==> config.mk <==
export PLATFORM = sky130hd
export DESIGN_NAME = wpd_top
export DESIGN_NICKNAME = d
export VERILOG_FILES = /design/src/hw/wpd_pkg.sv /design/src/hw/wpd_top.sv
export VERILOG_INCLUDE_DIRS = /design/src /design/src/hw
export SDC_FILE = /design/constraint.sdc
export NUM_CORES = 1
export LEC_CHECK = 0
export ABC_AREA = 1
export BUFFER_PORTS_ARGS = -buffer_cell sky130_fd_sc_hd__buf_2
export CAP_MARGIN = 15
export CORE_ASPECT_RATIO = 0.8
export CORE_MARGIN = 2
export CORE_UTILIZATION = 30
export DETAILED_ROUTE_END_ITERATION = 16
export SLEW_MARGIN = 10
export SYNTH_ARGS = -nofsm -noshare
export SYNTH_HDL_FRONTEND = slang
export SYNTH_SLANG_ARGS = --single-unit
export TNS_END_PERCENT = 20
==> constraint.sdc <==
create_clock -name SYS_CLK -period 15 [get_ports SYS_CLK]
set_input_delay 3 -clock SYS_CLK [delete_from_list [all_inputs] [get_ports SYS_CLK]]
set_output_delay 3 -clock SYS_CLK [all_outputs]
set_load 0.005 [all_outputs]
==> src/hw/wpd_cfg.svh <==
// address map, field positions, reset values and timing figures of the presence detector
`ifndef WPD_CFG_SVH
`define WPD_CFG_SVH
`define WPD_A_OPC 8'h02
`define WPD_A_ADC 8'h25
`define WPD_A_CAPCTL 8'h2E
`define WPD_A_CAPDISP 8'h2F
`define WPD_A_WUT 8'h31
`define WPD_A_MBASE 8'h32
`define WPD_A_MLAST 8'h3D
`define WPD_A_CAUSE 8'h3E
`define WPD_A_CMD 8'h3F
`define WPD_OPC_WU 8'h04
`define WPD_OPC_RST 8'h00
`define WPD_WUT_RST 8'h40
`define WPD_CONF_RST 8'h00
`define WPD_CMD_MEAS_CAP 8'h01
`define WPD_CMD_CALIB 8'h02
`define WPD_CMD_SET_DEF 8'h03
`define WPD_WUT_PER_HI 6
`define WPD_WUT_PER_LO 4
`define WPD_WUT_CAP 2
`define WPD_WUT_PHS 1
`define WPD_WUT_AMP 0
`define WPD_CONF_THR_HI 7
`define WPD_CONF_THR_LO 4
`define WPD_CONF_AAM 3
`define WPD_CONF_WGT_HI 2
`define WPD_CONF_WGT_LO 1
`define WPD_CONF_AUTO 0
`define WPD_CAL_HI 7
`define WPD_CAL_LO 3
`define WPD_CAL_DONE 1
`define WPD_CAL_BUSY 0
`define WPD_CAL_W 5
`define WPD_CAL_FIRST 5'h10
`define WPD_CAL_TARGET 8'h80
`define WPD_PER0_MS 10
`define WPD_PER1_MS 20
`define WPD_PER2_MS 30
`define WPD_PER3_MS 50
`define WPD_PER4_MS 100
`define WPD_PER5_MS 200
`define WPD_PER6_MS 400
`define WPD_PER7_MS 800
`define WPD_CLK_HZ 50000000
`define WPD_CLK_NS 20
`define WPD_RC_HZ 32000
`define WPD_CAP_MEAS_NS 200000
`define WPD_FIELD_NS 20000
`endif

==> src/hw/wpd_pkg.sv <==
// types shared by the presence detector
package wpd_pkg;
	typedef enum logic [1:0] {WPD_IDLE, WPD_WAIT, WPD_MEAS, WPD_EVAL} wpd_state_t;
	typedef enum logic [1:0] {WPD_P_WAKE, WPD_P_CMD, WPD_P_CAL} wpd_purp_t;
	typedef logic [1:0] wpd_meth_t;
	localparam wpd_meth_t WPD_M_AMP = 2'h0;
	localparam wpd_meth_t WPD_M_PHS = 2'h1;
	localparam wpd_meth_t WPD_M_CAP = 2'h2;
	localparam wpd_meth_t WPD_M_NONE = 2'h3;
endpackage

==> src/hw/wpd_top.sv <==
// wake-up presence detector: scheduler, capacitive sensing, averaging and compare
//
// Local design decisions: the address-and-strobe port and the placing of the registers.
`timescale 1ns/1ps
`include "wpd_cfg.svh"

// Summary of operation
// - capacitance command measures once, result to converter
// - capacitive measurement lasts 200 microseconds
// - five-bit compensation code, 0.1 pF steps
// - host writes code or device searches it
// - wake mode when only wake bit set
// - period timer runs from 32 kHz tick
// - repeat measurements, interrupt only on change
// - field enabled about 20 microseconds per phase or amplitude measurement
// - wake registers at 31h through 3Dh
// - period 10 to 800 ms, default 100
// - any subset of three methods selectable
// - four registers per method
// - interrupt when difference exceeds threshold
// - reference is average or host value
// - config holds threshold, source and weight
// - average moves by difference over weight
// - averaging carried with ten bits
// - averaging initialised on first entry after default
// - start average from result while result zero
// - config bit folds triggering result into average
module wpd_top import wpd_pkg::*; #(
	parameter int CAP_MEAS_NS = `WPD_CAP_MEAS_NS,
	parameter int RC_DIV = `WPD_CLK_HZ / `WPD_RC_HZ
) (
	// clock and reset
	input wire logic SYS_CLK,
	input wire logic RST,
	// register port
	input wire logic [7:0] ADDR,
	input wire logic [7:0] WDATA,
	input wire logic WR,
	input wire logic RD,
	output logic [7:0] RDATA,
	// host wake interrupt
	output logic WAKE_IRQ,
	// analog front end
	input wire logic [7:0] ADC_DATA,
	output logic FIELD_EN,
	output logic EXCITATION_ELECTRODE_EN,
	output logic [1:0] MEAS_SEL,
	output logic [4:0] CAL_CODE
);
	// long measurement counted at clock rate, parameter so a bench may shorten it
	localparam int CAP_CYC = (CAP_MEAS_NS + `WPD_CLK_NS - 1) / `WPD_CLK_NS;
	localparam int FIELD_CYC = (`WPD_FIELD_NS + `WPD_CLK_NS - 1) / `WPD_CLK_NS;
	// one counter serves both windows, so it is sized for the longer one
	localparam int MAX_CYC = (CAP_CYC > FIELD_CYC) ? CAP_CYC : FIELD_CYC;
	localparam int CNT_W = $clog2(MAX_CYC + 1);
	localparam int DIV_W = $clog2(RC_DIV + 1);
	localparam int TICK_MS = `WPD_RC_HZ / 1000;

	generate
		if (CAP_CYC < 1 || RC_DIV < 2) begin : g_bad
			$error("wpd_top: measurement or divider setting too small");
		end
	endgenerate

	// control registers
	logic [7:0] op_ctrl;
	logic [7:0] wut;
	logic [7:0] capctl;
	logic [7:0] conf [3];
	logic [7:0] href [3];
	// state shown to software, and the averaging start flag
	logic [9:0] avg [3];
	logic [7:0] res [3];
	logic [7:0] adc_out;
	logic [2:0] cause;
	logic [4:0] cal_code;
	logic cal_busy;
	logic cal_done;
	logic avg_init;
	// sequencer
	wpd_state_t state;
	wpd_meth_t meth;
	wpd_purp_t purp;
	logic [14:0] tmr;
	logic [DIV_W-1:0] rc_div;
	logic [CNT_W-1:0] cnt;
	logic [2:0] cal_bit;
	logic [7:0] adc_m;
	logic [7:0] adc_s;

	// converter input pins cross into the clock domain first; the register port is used as it arrives
	always_ff @(posedge SYS_CLK) begin
		adc_m <= ADC_DATA;
		adc_s <= adc_m;
	end

	// decode
	wire wr_cmd = WR && ADDR == `WPD_A_CMD;
	wire set_def = wr_cmd && WDATA == `WPD_CMD_SET_DEF;
	// every other bit must be zero
	wire wake_mode = op_ctrl == `WPD_OPC_WU;
	wire in_mblk = ADDR >= `WPD_A_MBASE && ADDR <= `WPD_A_MLAST;
	wire [7:0] moff = ADDR - `WPD_A_MBASE;
	// method index and register within the group of four
	wire [1:0] msel = moff[3:2];
	wire [1:0] mreg = moff[1:0];
	wire rc_tick = rc_div == '0;
	wire [2:0] en_bits = {wut[`WPD_WUT_CAP], wut[`WPD_WUT_PHS], wut[`WPD_WUT_AMP]};

	// first enabled method at or after a start index
	function automatic wpd_meth_t next_meth(input logic [2:0] en, input logic [2:0] from);
		wpd_meth_t r;
		r = WPD_M_NONE;
		for (int i = 2; i >= 0; i--) begin
			if (en[i] && 3'(i) >= from) begin
				r = wpd_meth_t'(i);
			end
		end
		return r;
	endfunction

	function automatic logic [14:0] per_ticks(input logic [2:0] code);
		int ms;
		ms = `WPD_PER4_MS;
		unique case (code)
			3'h0: ms = `WPD_PER0_MS;
			3'h1: ms = `WPD_PER1_MS;
			3'h2: ms = `WPD_PER2_MS;
			3'h3: ms = `WPD_PER3_MS;
			3'h4: ms = `WPD_PER4_MS;
			3'h5: ms = `WPD_PER5_MS;
			3'h6: ms = `WPD_PER6_MS;
			3'h7: ms = `WPD_PER7_MS;
		endcase
		return 15'(ms * TICK_MS);
	endfunction

	wire [14:0] period = per_ticks(wut[`WPD_WUT_PER_HI:`WPD_WUT_PER_LO]);
	wire wpd_meth_t first_m = next_meth(en_bits, 3'h0);
	wire wpd_meth_t after_m = next_meth(en_bits, 3'({1'b0, meth}) + 3'h1);

	// evaluation of the measurement just finished
	wire [1:0] mi = (meth == WPD_M_NONE) ? 2'h0 : meth;
	wire [7:0] cf = conf[mi];
	wire [7:0] refv = cf[`WPD_CONF_AUTO] ? avg[mi][9:2] : href[mi];
	wire [7:0] diff = (adc_s > refv) ? adc_s - refv : refv - adc_s;
	wire hit = diff > {4'h0, cf[`WPD_CONF_THR_HI:`WPD_CONF_THR_LO]};
	// ten-bit step, weight a power of two
	wire [1:0] wsh = cf[`WPD_CONF_WGT_HI:`WPD_CONF_WGT_LO];
	wire signed [11:0] delta = signed'({2'b00, adc_s, 2'b00} - {2'b00, avg[mi]});
	wire signed [11:0] step = delta >>> wsh;
	wire [11:0] sum = {2'b00, avg[mi]} + step;
	// seed from result while the result display is still zero
	wire [9:0] new_avg = (res[mi] == 8'h00) ? {adc_s, 2'b00} : sum[9:0];
	// triggering result only folded in when allowed
	wire do_avg = cf[`WPD_CONF_AUTO] && (!hit || cf[`WPD_CONF_AAM]);

	// software-written registers
	always_ff @(posedge SYS_CLK) begin
		if (RST || set_def) begin
			op_ctrl <= `WPD_OPC_RST;
			wut <= `WPD_WUT_RST;
			capctl <= 8'h00;
			for (int i = 0; i < 3; i++) begin
				conf[i] <= `WPD_CONF_RST;
				href[i] <= 8'h00;
			end
		end else if (WR) begin
			if (ADDR == `WPD_A_OPC) op_ctrl <= WDATA;
			if (ADDR == `WPD_A_CAPCTL) capctl <= WDATA;
			if (ADDR == `WPD_A_WUT) wut <= WDATA;
			// config and host reference per method
			if (in_mblk && mreg == 2'h0) conf[msel] <= WDATA;
			if (in_mblk && mreg == 2'h1) href[msel] <= WDATA;
		end
	end

	// slow tick standing in for the RC oscillator
	always_ff @(posedge SYS_CLK) begin
		if (RST || rc_tick) rc_div <= DIV_W'(RC_DIV - 1);
		else rc_div <= rc_div - 1'b1;
	end

	// read path, data valid in the cycle after the strobe
	logic [7:0] rd_mux;
	always_comb begin
		rd_mux = 8'h00;
		if (ADDR == `WPD_A_OPC) rd_mux = op_ctrl;
		if (ADDR == `WPD_A_ADC) rd_mux = adc_out;
		if (ADDR == `WPD_A_CAPCTL) rd_mux = capctl;
		if (ADDR == `WPD_A_CAPDISP) rd_mux = {cal_code, 1'b0, cal_done, cal_busy};
		if (ADDR == `WPD_A_WUT) rd_mux = wut;
		if (ADDR == `WPD_A_CAUSE) rd_mux = {5'h00, cause};
		if (in_mblk) begin
			unique case (mreg)
				2'h0: rd_mux = conf[msel];
				2'h1: rd_mux = href[msel];
				2'h2: rd_mux = avg[msel][9:2];
				2'h3: rd_mux = res[msel];
			endcase
		end
	end

	always_ff @(posedge SYS_CLK) begin
		if (RST) RDATA <= 8'h00;
		else if (RD) RDATA <= rd_mux;
		else RDATA <= 8'h00;
	end

	// sequencer
	wire eval_wake = state == WPD_EVAL && purp == WPD_P_WAKE;
	wire irq_set = eval_wake && hit;
	always_ff @(posedge SYS_CLK) begin
		if (RST || set_def) begin
			state <= WPD_IDLE;
			meth <= WPD_M_NONE;
			purp <= WPD_P_WAKE;
			tmr <= '0;
			cnt <= '0;
			cal_bit <= 3'h0;
			cal_code <= '0;
			cal_busy <= 1'b0;
			cal_done <= 1'b0;
			adc_out <= 8'h00;
			// averaging restarts after power-up or default
			avg_init <= 1'b1;
			for (int i = 0; i < 3; i++) begin
				avg[i] <= '0;
				res[i] <= 8'h00;
			end
		end else begin
			unique case (state)
				WPD_IDLE: begin
					if (wake_mode) begin
						purp <= WPD_P_WAKE;
						tmr <= period;
						state <= WPD_WAIT;
						// first entry clears the result displays
						if (avg_init) begin
							avg_init <= 1'b0;
							for (int i = 0; i < 3; i++) res[i] <= 8'h00;
						end
					end else if (wr_cmd && WDATA == `WPD_CMD_MEAS_CAP) begin
						purp <= WPD_P_CMD;
						meth <= WPD_M_CAP;
						cnt <= CNT_W'(CAP_CYC - 1);
						state <= WPD_MEAS;
					end else if (wr_cmd && WDATA == `WPD_CMD_CALIB) begin
						// search from the top bit down
						purp <= WPD_P_CAL;
						meth <= WPD_M_CAP;
						cal_busy <= 1'b1;
						cal_done <= 1'b0;
						cal_code <= `WPD_CAL_FIRST;
						cal_bit <= 3'(`WPD_CAL_W - 1);
						cnt <= CNT_W'(CAP_CYC - 1);
						state <= WPD_MEAS;
					end
				end
				WPD_WAIT: begin
					if (!wake_mode) begin
						state <= WPD_IDLE;
					end else if (tmr == '0) begin
						// expiry starts the enabled methods in turn
						if (first_m == WPD_M_NONE) begin
							tmr <= period;
						end else begin
							meth <= first_m;
							cnt <= (first_m == WPD_M_CAP) ? CNT_W'(CAP_CYC - 1)
								: CNT_W'(FIELD_CYC - 1);
							state <= WPD_MEAS;
						end
					end else if (rc_tick) begin
						tmr <= tmr - 1'b1;
					end
				end
				WPD_MEAS: begin
					if (cnt == '0) state <= WPD_EVAL;
					else cnt <= cnt - 1'b1;
				end
				WPD_EVAL: begin
					unique case (purp)
						WPD_P_CMD: begin
							adc_out <= adc_s;
							state <= WPD_IDLE;
						end
						WPD_P_CAL: begin
							// keep the bit while the reading stays high
							adc_out <= adc_s;
							if (adc_s < `WPD_CAL_TARGET) cal_code[cal_bit] <= 1'b0;
							if (cal_bit == 3'h0) begin
								cal_busy <= 1'b0;
								cal_done <= 1'b1;
								state <= WPD_IDLE;
							end else begin
								cal_code[cal_bit - 3'h1] <= 1'b1;
								cal_bit <= cal_bit - 3'h1;
								cnt <= CNT_W'(CAP_CYC - 1);
								state <= WPD_MEAS;
							end
						end
						WPD_P_WAKE: begin
							res[mi] <= adc_s;
							if (do_avg) avg[mi] <= new_avg;
							// next method or back to the period wait
							if (after_m == WPD_M_NONE) begin
								tmr <= period;
								state <= WPD_WAIT;
							end else begin
								meth <= after_m;
								cnt <= (after_m == WPD_M_CAP) ? CNT_W'(CAP_CYC - 1)
									: CNT_W'(FIELD_CYC - 1);
								state <= WPD_MEAS;
							end
						end
						default: state <= WPD_IDLE;
					endcase
				end
			endcase
		end
	end

	// cause bits: set beats clear on read
	wire cause_rd = RD && ADDR == `WPD_A_CAUSE;
	always_ff @(posedge SYS_CLK) begin
		if (RST) cause <= 3'h0;
		else if (irq_set) cause <= (cause_rd ? 3'h0 : cause) | (3'h1 << mi);
		else if (cause_rd) cause <= 3'h0;
	end

	// outputs straight from flops
	always_ff @(posedge SYS_CLK) begin
		if (RST) begin
			WAKE_IRQ <= 1'b0;
			FIELD_EN <= 1'b0;
			EXCITATION_ELECTRODE_EN <= 1'b0;
			MEAS_SEL <= 2'h0;
			CAL_CODE <= 5'h00;
		end else begin
			WAKE_IRQ <= irq_set;
			// field only during phase or amplitude windows
			FIELD_EN <= state == WPD_MEAS && meth != WPD_M_CAP;
			EXCITATION_ELECTRODE_EN <= state == WPD_MEAS && meth == WPD_M_CAP;
			MEAS_SEL <= mi;
			CAL_CODE <= cal_busy ? cal_code : capctl[`WPD_CAL_HI:`WPD_CAL_LO];
		end
	end

	// helper counters for checks
	logic [CNT_W:0] exc_len;
	logic [CNT_W:0] fld_len;
	always_ff @(posedge SYS_CLK) begin
		exc_len <= EXCITATION_ELECTRODE_EN ? exc_len + 1'b1 : '0;
		fld_len <= FIELD_EN ? fld_len + 1'b1 : '0;
	end
endmodule

== Word-level counts from Yosys, hierarchy flattened ==
Memories as Yosys holds them, arrays and structs flattened. A register that Yosys moved wholly into a read port is not among the register bits.
Cells that the tools add are included.
W data, S select, Z words.

* Register bits after elaboration: 126
* Latch bits: 0
* Bits in writable memories: 102
* ROM bits: 72
* Bits of input ports: 28
* Output and inout bits: 18
* Logic and storage cells: 298
* Memories kept: 5

{| class="wikitable"
|+ Memories
! memory !! words !! width !! rd ports !! clocked after Yosys merged registers in !! wr ports !! line !! source
|-
| (no name shown) || 8 || 9 || 1 || 1 || 0 || wpd_top.sv:125 || <nowiki>unique case (code)</nowiki>
|-
| avg || 3 || 10 || 2 || 0 || 3 || wpd_top.sv:72 || <nowiki>logic [9:0] avg [3];</nowiki>
|-
| conf || 3 || 8 || 2 || 0 || 3 || wpd_top.sv:69 || <nowiki>logic [7:0] conf [3];</nowiki>
|-
| href || 3 || 8 || 2 || 0 || 3 || wpd_top.sv:70 || <nowiki>logic [7:0] href [3];</nowiki>
|-
| res || 3 || 8 || 2 || 0 || 3 || wpd_top.sv:73 || <nowiki>logic [7:0] res [3];</nowiki>
|}

* Add/sub/neg operators: 10
* Multipliers: 0
* Divide/modulo/power cells: 0
* Magnitude comparators: 12
* Eq/ne operators: 50
* Shifts and indexed selects: 2
* Mux-type cells: 135
* Bitwise operators: 8
* Reductions and logical operators: 52

{| class="wikitable"
|+ Operators by type and width
! cell !! number
|-
| $mux W14 || 11
|-
| $mux W8 || 15
|-
| $mux W15 || 7
|-
| $pmux W14 S4 || 1
|-
| $mux W2 || 26
|-
| $mux W5 || 10
|-
| $eq A8 B6 Y1 const B || 6
|-
| $pmux W15 S3 || 1
|-
| $mux W1 || 42
|-
| $pmux W8 S4 || 1
|-
| $pmux W14 S2 || 1
|-
| $mux W3 || 9
|-
| $eq A8 B2 Y1 const B || 3
|-
| $ne A2 B2 Y1 const B || 12
|-
| $reduce_or A8 Y1 || 3
|-
| $eq A2 B2 Y1 const B || 11
|-
| $ne A3 B3 Y1 const B || 7
|-
| $mux W10 || 2
|-
| $logic_and A1 B1 Y1 || 18
|-
| $sub A8 B8 Y8 || 2
|-
| $logic_not A15 Y1 || 1
|-
| $sub A15 B1 Y15 const B || 1
|-
| $logic_not A14 Y1 || 1
|-
| $sub A14 B1 Y14 const B || 1
|-
| 53 further kinds || 77
|}

== Depth between registers and ports, before layout ==
Gate-level depths: netlist of run 1.
An unclocked memory read counts as a cell.

* Depth in word-level cells: 17
* Mapped depth: 33
* Mapped depth without buffers: 31

== Worst setup path after synthesis of run 1 ==
OpenSTA, ideal clock, no wires.

* Kind: flip-flop to flip-flop
* From: reg meth[0]
* To: mem avg[3][0], enable pin
* Data arrival time: 4859 ps
* Required time: 14624 ps
* Slack: 9765 ps
* Stages on the path, launching flop included: 30
* Clock period less this slack: 5235 ps
* Path through: dfxtp_1 > inv_1 > ha_1 > buf_2 > nand2_2 > o22ai_1 > a31oi_1 > clkbuf_1 > nand2_1 > o21ai_0 > inv_1 > ha_1 > fa_1 > o21ai_2 > a21oi_1 > nand2_2 > nand2_4 > o21ai_0 > xor2_1 > inv_1 > ha_1 > nand2_1 > nor2_1 > a211oi_1 > a21oi_1 > nor2_1 > nand4_1 > nand2_2 > nand2_1 > nor2_1

{| class="wikitable"
|+ RTL lines
! what !! line !! source
|-
| start: declaration || wpd_top.sv:82 || <nowiki>wpd_meth_t meth;</nowiki>
|-
| start signal: assignment || wpd_top.sv:268 || <nowiki>meth <= first_m;</nowiki>
|-
| start signal: assignment || wpd_top.sv:310 || <nowiki>meth <= after_m;</nowiki>
|-
| end: declaration || wpd_top.sv:72 ||
|}

==> metrics, run 1 <==
CTS max path bufs=3; pin count of the biggest net entering global routing=50; FF-to-FF path depth=29; slowest CP cell=a31oi_2; number of global-route vias before repair=roughly 12000; CTS tree=built; area added between synthesis and finish=11.63%; DRT iter0 DRCs=roughly 1500; RSZ-0062 raised after global routing=no; TritonRoute pass-1 iters=5; status=complete, no violations; total wire length=around 48000 um; Min Hold Slack=0.3207 ns; gr ovfl total=0; routed vias=13230; Synth warnings=0; net switching fraction of the power=39.41%; cell internal pwr=1.512 mW; Crit Reg-Reg Endpoint=avg[3][1]; initial antenna violation count=4; worst setup path category=flip-flop to flip-flop; CTS H-Tree Depth=1; Die W=between 200 and 300 um; core area=49320 sq um; worst min path class=flip-flop to flip-flop; routed len/inst=~19 um; endpoints failing setup=0; Logic pwr share=36.4%; post-placement cell count=2492; CP required=15.24 ns; Yosys top cell by area=edfxtp_1; Clock Skews=approximately 0.036 ns; Final Critical Period=~6.7 ns; Final Power=2.496 mW; fraction of layout instances using a drive strength above 1=9.048%; fin cells=2552; Gate Count Post-Synth=1863; post-synth net total=1951; die height=just over 200 um; first-pass GRT wire length=73040 um; power per cell area=150.1 nW/um^2; Max Cap Viol=0; TritonCTS Buffers=31; clock-pin slew on the worst setup and hold paths=roughly 0.07 ns; clk sinks=271; Post-Place Cell Area=15640 sq um; ANT nets after route=0; drc violations=0; Setup crit end=avg[3][1]; Least-Margin Pin Slew=just under 1 ns; Synth cell types=60; hpwl dp=36000 um; Final GP Congestion=0.9553; Syn Area/Cell=7.994 sq um; Yosys top cell area share=27.42%; hold_buf cts=0; clock network fraction of total power=between 20% and 30%; setup TNS=0 ns; Critical Path Start=meth[1]; crit-path leading delay family=simple AND/OR/NAND/NOR gates; Max Fanout on Critical Path=41; R2R Path Start=meth[1]; slowest stage delay, CP=just over 0.6 ns; Area contributors post-synth=edfxtp_1, dfxtp_1, nand2_1, nor2_1, inv_1; f_max=0.1493 GHz; period utilization=between 40 and 50%; Psw=0.9837 mW; GRT Resource Usage Total=18.46%; Worst setup EP type=flip-flop; worst rel slew slack=34.43%; initial core utilization=between 30% and 40%; area of the die=roughly 50000 sq um; Max IR drop VDD=0.07527 mV; post_cts resized=0; r2r setup slk=slightly above 8 ns; Critical Path Start Type=flip-flop; vias per inst=5.186; count of pins over their slew limit=0; IO Count=46; finished layout cell area=between 15000 and 20000 sq um; Hold Startpoint=adc_m[2]; register area share after synthesis=a little under half; PortBufs=45; Final #Nets=1976; Hold Vio Cnt, Final=0; Post-Syn Area=around 15000 sq um; row count=73; P_leak=6.904 nW; synthesized flop and latch total=271; Root Driver=clkbuf_16; Worst Path Buf+Inv=5; Seq pwr share=roughly a third; # Post-CTS Setup Buffers=0; stages on the worst setup path=29; Critical Path AT=6.94 ns; Worst-Skew Late Latency=0.60 ns
[synthesized netlist by cell type (all sizes together)]
cell,number
nand2,387
nor2,251
inv,226
o21ai,154
edfxtp,136
dfxtp,135
a21oi,117
nand3,86
ha,57
buf,37
o22ai,33
o211ai,25
xor2,25
nand4,24
nor3,23
clkbuf,20
a31oi,18
a211oi,15
or2,15
nor4,10
xnor2,8
a22oi,7
mux2i,6
o2111ai,6
o221ai,6
o31ai,6
a41oi,5
clkinv,5
fa,3
a21o,2
nand3b,2
o21bai,2
o22a,2
o41ai,2
a2111oi,1
a221oi,1
nor3b,1
o21a,1
o311ai,1
o31a,1
o32a,1
[worst min-delay path by stage]
stage,endpoint,slack [ns],depth (start not counted)
5_1_grt,adc_s[2],0.33,0
6_report,adc_s[2],0.32,0
4_1_cts,adc_s[3],0.32,0
2_1_floorplan,adc_s[0],0.31,0
3_5_place_dp,adc_s[3],0.31,0
3_3_place_gp,adc_s[2],0.31,0
[stage by stage]
step	setup slack [ns]	util (%)
3_5_place_dp	8.069	31.70
6_report	8.300	33.71
4_1_cts	8.055	33.68
2_1_floorplan	9.765	-
5_1_grt	7.676	33.69
3_3_place_gp	8.210	31.70
[metal layers]
metal  share of wire (%)  track usage [%]  routed length, um
met5               0.017                0                  8
met4                 2.6            5.495               1255
met3                  11            4.799               5042
met2                  41            27.06              19780
met1                  46            26.50              21830
[flip-flops by register name (all words and copies together) (netlist names), 9 cells and up]
register	flops
avg	40
cnt	14
conf	32
href	32
period	9
rc_div	11
res	32
tmr	15
[layout make-up]
class	instances	area (sq um)
inverter	231	867.1
clock buffer	41	863.3
clock inverter	16	112.6
sequential	271	6787
antenna	3	7.507
tap	637	797.0
timing repair buffer	49	255.2
multi-input combinational	1304	6935
fill	5171	32700
[cell families (layout without fill, tap and decap cells)]
kind of cell    Yosys count  after routing  share of synthesized area (%)
mux                       6              6                         0.4033
other cells               0              3                              0
fa+ha+maj                60             60                          5.192
buf+inv                 288            337                          7.906
simple gates            799            799                          23.04
flops                   271            271                          45.57
xor+xnor                 33             33                          1.941
compound gates          406            406                          15.95
[power by group through the flow]
| stage | sequential [mW] | combinational (mW) | clock (mW) |
|---|---|---|---|
| 2_1_floorplan | 0.853 | 0.639 | 0 |
| 3_3_place_gp | 0.865 | 0.885 | 0 |
| 3_5_place_dp | 0.865 | 0.886 | 0 |
| 4_1_cts | 0.850 | 0.890 | 0.747 |
| 5_1_grt | 0.854 | 1.01 | 0.777 |
| 6_report | 0.850 | 0.908 | 0.737 |
[placed cells by master, fill, tap and decap left out, types with 4 or more instances in the layout]
cell type | synthesis | routed
a211oi_1 | 15 | 15
a21oi_1 | 116 | 116
a22oi_1 | 7 | 7
a31oi_1 | 18 | 17
a41oi_1 | 5 | 5
buf_2 | 23 | 45
buf_4 | 4 | 4
clkbuf_1 | 20 | 5
clkbuf_16 | 0 | 31
clkbuf_8 | 0 | 5
clkinv_1 | 5 | 8
clkinv_2 | 0 | 4
dfxtp_1 | 135 | 135
edfxtp_1 | 136 | 136
ha_1 | 57 | 57
inv_1 | 209 | 209
inv_2 | 17 | 17
mux2i_1 | 6 | 6
nand2_1 | 373 | 373
nand2_2 | 13 | 13
nand3_1 | 78 | 78
nand3_2 | 8 | 8
nand4_1 | 23 | 23
nor2_1 | 244 | 244
nor2_2 | 7 | 7
nor3_1 | 20 | 20
nor4_1 | 7 | 7
o2111ai_1 | 6 | 6
o211ai_1 | 24 | 24
o21ai_0 | 149 | 149
o221ai_1 | 5 | 5
o22ai_1 | 33 | 33
o31ai_1 | 5 | 5
or2_2 | 15 | 15
xnor2_1 | 8 | 8
xor2_1 | 25 | 25
Note: power is estimated with default switching activity, not from simulation.
==> run 2: changes to the inputs <==
==> constraint.sdc (replaced) <==
create_clock -name SYS_CLK -period 6.7 [get_ports SYS_CLK]
set_input_delay 1.34 -clock SYS_CLK [delete_from_list [all_inputs] [get_ports SYS_CLK]]
set_output_delay 1.34 -clock SYS_CLK [all_outputs]
set_load 0.005 [all_outputs]
==> metrics, run 2 (synthesized netlist as in run 1, its figures left out) <==
routed vias=13430 (+1.5%); row count=73 (unchanged); clk sinks=271 (unchanged); crit-path leading delay family=simple AND/OR/NAND/NOR gates; fraction of layout instances using a drive strength above 1=9.186% (+0.14 points); clock-pin slew on the worst setup and hold paths=0.06 ns (about the same); area of the multi-input gates=6932 sq um (about the same); status=complete, no violations; IO Count=46 (unchanged); setup TNS=0 ns (unchanged); most frequent cells in the layout=nand2_1, nor2_1, inv_1, o21ai_0, edfxtp_1; Util after Layout=33.73% (about the same); P_leak=6.922 nW (+0.26%); Final Critical Period=6.106 ns (-0.5944 ns); FF/Latch Area=6787 sq um (unchanged); hpwl dp=37740 um (+4.9%); Critical Path Start=meth[0]; Hold EP=adc_s[3]; Final #Nets=1980 (+0.20%); hold depth=0 (unchanged); f_max=0.1638 GHz (+9.7%); area added between synthesis and finish=11.70% (about the same); commonest non-fill, non-tap cell in the layout=nand2_1; CP required=6.94 ns (-8.30 ns); pin count of the biggest net entering global routing=34 (-32%); TritonCTS Buffers=30 (-3.2%); initial core utilization=30.20% (unchanged); Critical Path AT=6.35 ns (-0.59 ns); number of global-route vias before repair=12410 (+0.66%); slowest CP cell=ha_1; period utilization=91.13% (+46 points); worst min path class=flip-flop to flip-flop; Die W=253.1 um (unchanged); total wire length=49720 um (+3.8%); first-pass GRT wire length=75610 um (+3.5%); drc violations=0 (unchanged); vias per inst=5.260 (+1.4%); RSZ-0062 raised after global routing=no; Least-Margin Pin Slew=0.9338 ns (-0.04615 ns); power per cell area=334.1 nW/um^2 (+120%); worst rel slew slack=37.68% (+3.2 points); area of the die=51450 sq um (unchanged); Worst-Skew Late Latency=0.59 ns (about the same); worst setup path category=flip-flop to flip-flop; PortBufs=45 (unchanged); max FFs per register=40 (unchanged); R2R Path Start=meth[0]; CTS max path bufs=3 (unchanged); Clock Skews=0.01111 ns (-0.02496 ns); GRT Resource Usage Total=19.14% (+0.68 points); Critical Path Start Type=flip-flop; routed len/inst=19.48 um (+3.7%); FF-to-FF path depth=27 (-6.9%); Hold Vio Cnt, Final=0 (unchanged); ANT nets after route=0 (unchanged); ant diodes=0 (-3); Root Driver=clkbuf_16; Max Cap Viol=0 (unchanged); core area=49320 sq um (unchanged); count of pins over their slew limit=0 (unchanged); FILL cells=5147 (-0.46%); Worst setup EP type=flip-flop; initial antenna violation count=0 (-4); Crit Reg-Reg Endpoint=avg[0][3]; Max Fanout on Critical Path=18 (-56%); CTS H-Tree Depth=1 (unchanged); Worst Path Buf+Inv=4 (-1); CTS tree=built; most flop-heavy register=avg; Final GP Congestion=0.9929 (+3.9%); die height=203.3 um (unchanged); r2r setup slk=0.59 ns (-7.71 ns); TritonRoute pass-1 iters=8 (+3); Hold Startpoint=adc_m[3]; Max IR drop VDD=0.2053 mV (+170%); endpoints failing setup=0 (unchanged); slowest stage delay, CP=0.55 ns (-0.07 ns); DRT iter0 DRCs=1753 (+14%); gr ovfl total=0 (unchanged)
## run 2: worst max path at each step
| stage | end | cells past startpoint |
|---|---|---|
| final | avg[0][3] | 27 |
| after global routing | avg[0][5] | 26 |
| after CTS | avg[3][9] | 29 |
| after detailed placement | avg[3][9] | 29 |
| after global placement | avg[3][4] | 29 |
| after floorplan | avg[3][0] | 29 |
## run 2: timing repair
item | CTS | global route
setup endpoints to repair | 0 | 10
gates resized for setup | 0 | 1
buffers inserted | 0 | 0
hold buffers | 0 | 0
## run 2: final cells by class
type | count | area share (%)
multi-input cells | 1304 | 41.67
flip-flops and latches | 271 | 40.79
inverters | 231 | 5.212
well taps | 637 | 4.791
clock buffers | 38 | 4.753
repair buffers | 54 | 1.760
clock inverters | 18 | 1.023
## run 2: stage by stage
| stage | hold slack (ns) | std cells | setup WS [ns] | total power, mW | area (sq um) |
|---|---|---|---|---|---|
| finish | 0.3257 | 2553 | 0.5943 | 5.558 | 16640 |
| floorplan | 0.3096 | 1863 | 1.465 | 3.340 | 14890 |
| global route | 0.3360 | 2553 | 0.08557 | 5.881 | 16640 |
| global placement | 0.3106 | 2497 | 0.7932 | 3.898 | 15670 |
| CTS | 0.3273 | 2553 | 0.6135 | 5.543 | 16630 |
| detailed placement | 0.3136 | 2497 | 0.6600 | 3.900 | 15670 |
## run 2: metal layers
metal,wire length [um],part of all wire (%),global-route usage [%]
met1,23790,48,29.87
met2,19740,40,27.20
met3,5221,11,3.255
met4,969,1.9,4.121
met5,0,0,0
## run 2: report_power, final
part | internal [mW] | switching (mW)
logic | 0.637 | 1.38
registers | 1.84 | 0.0702
clock network | 0.920 | 0.714
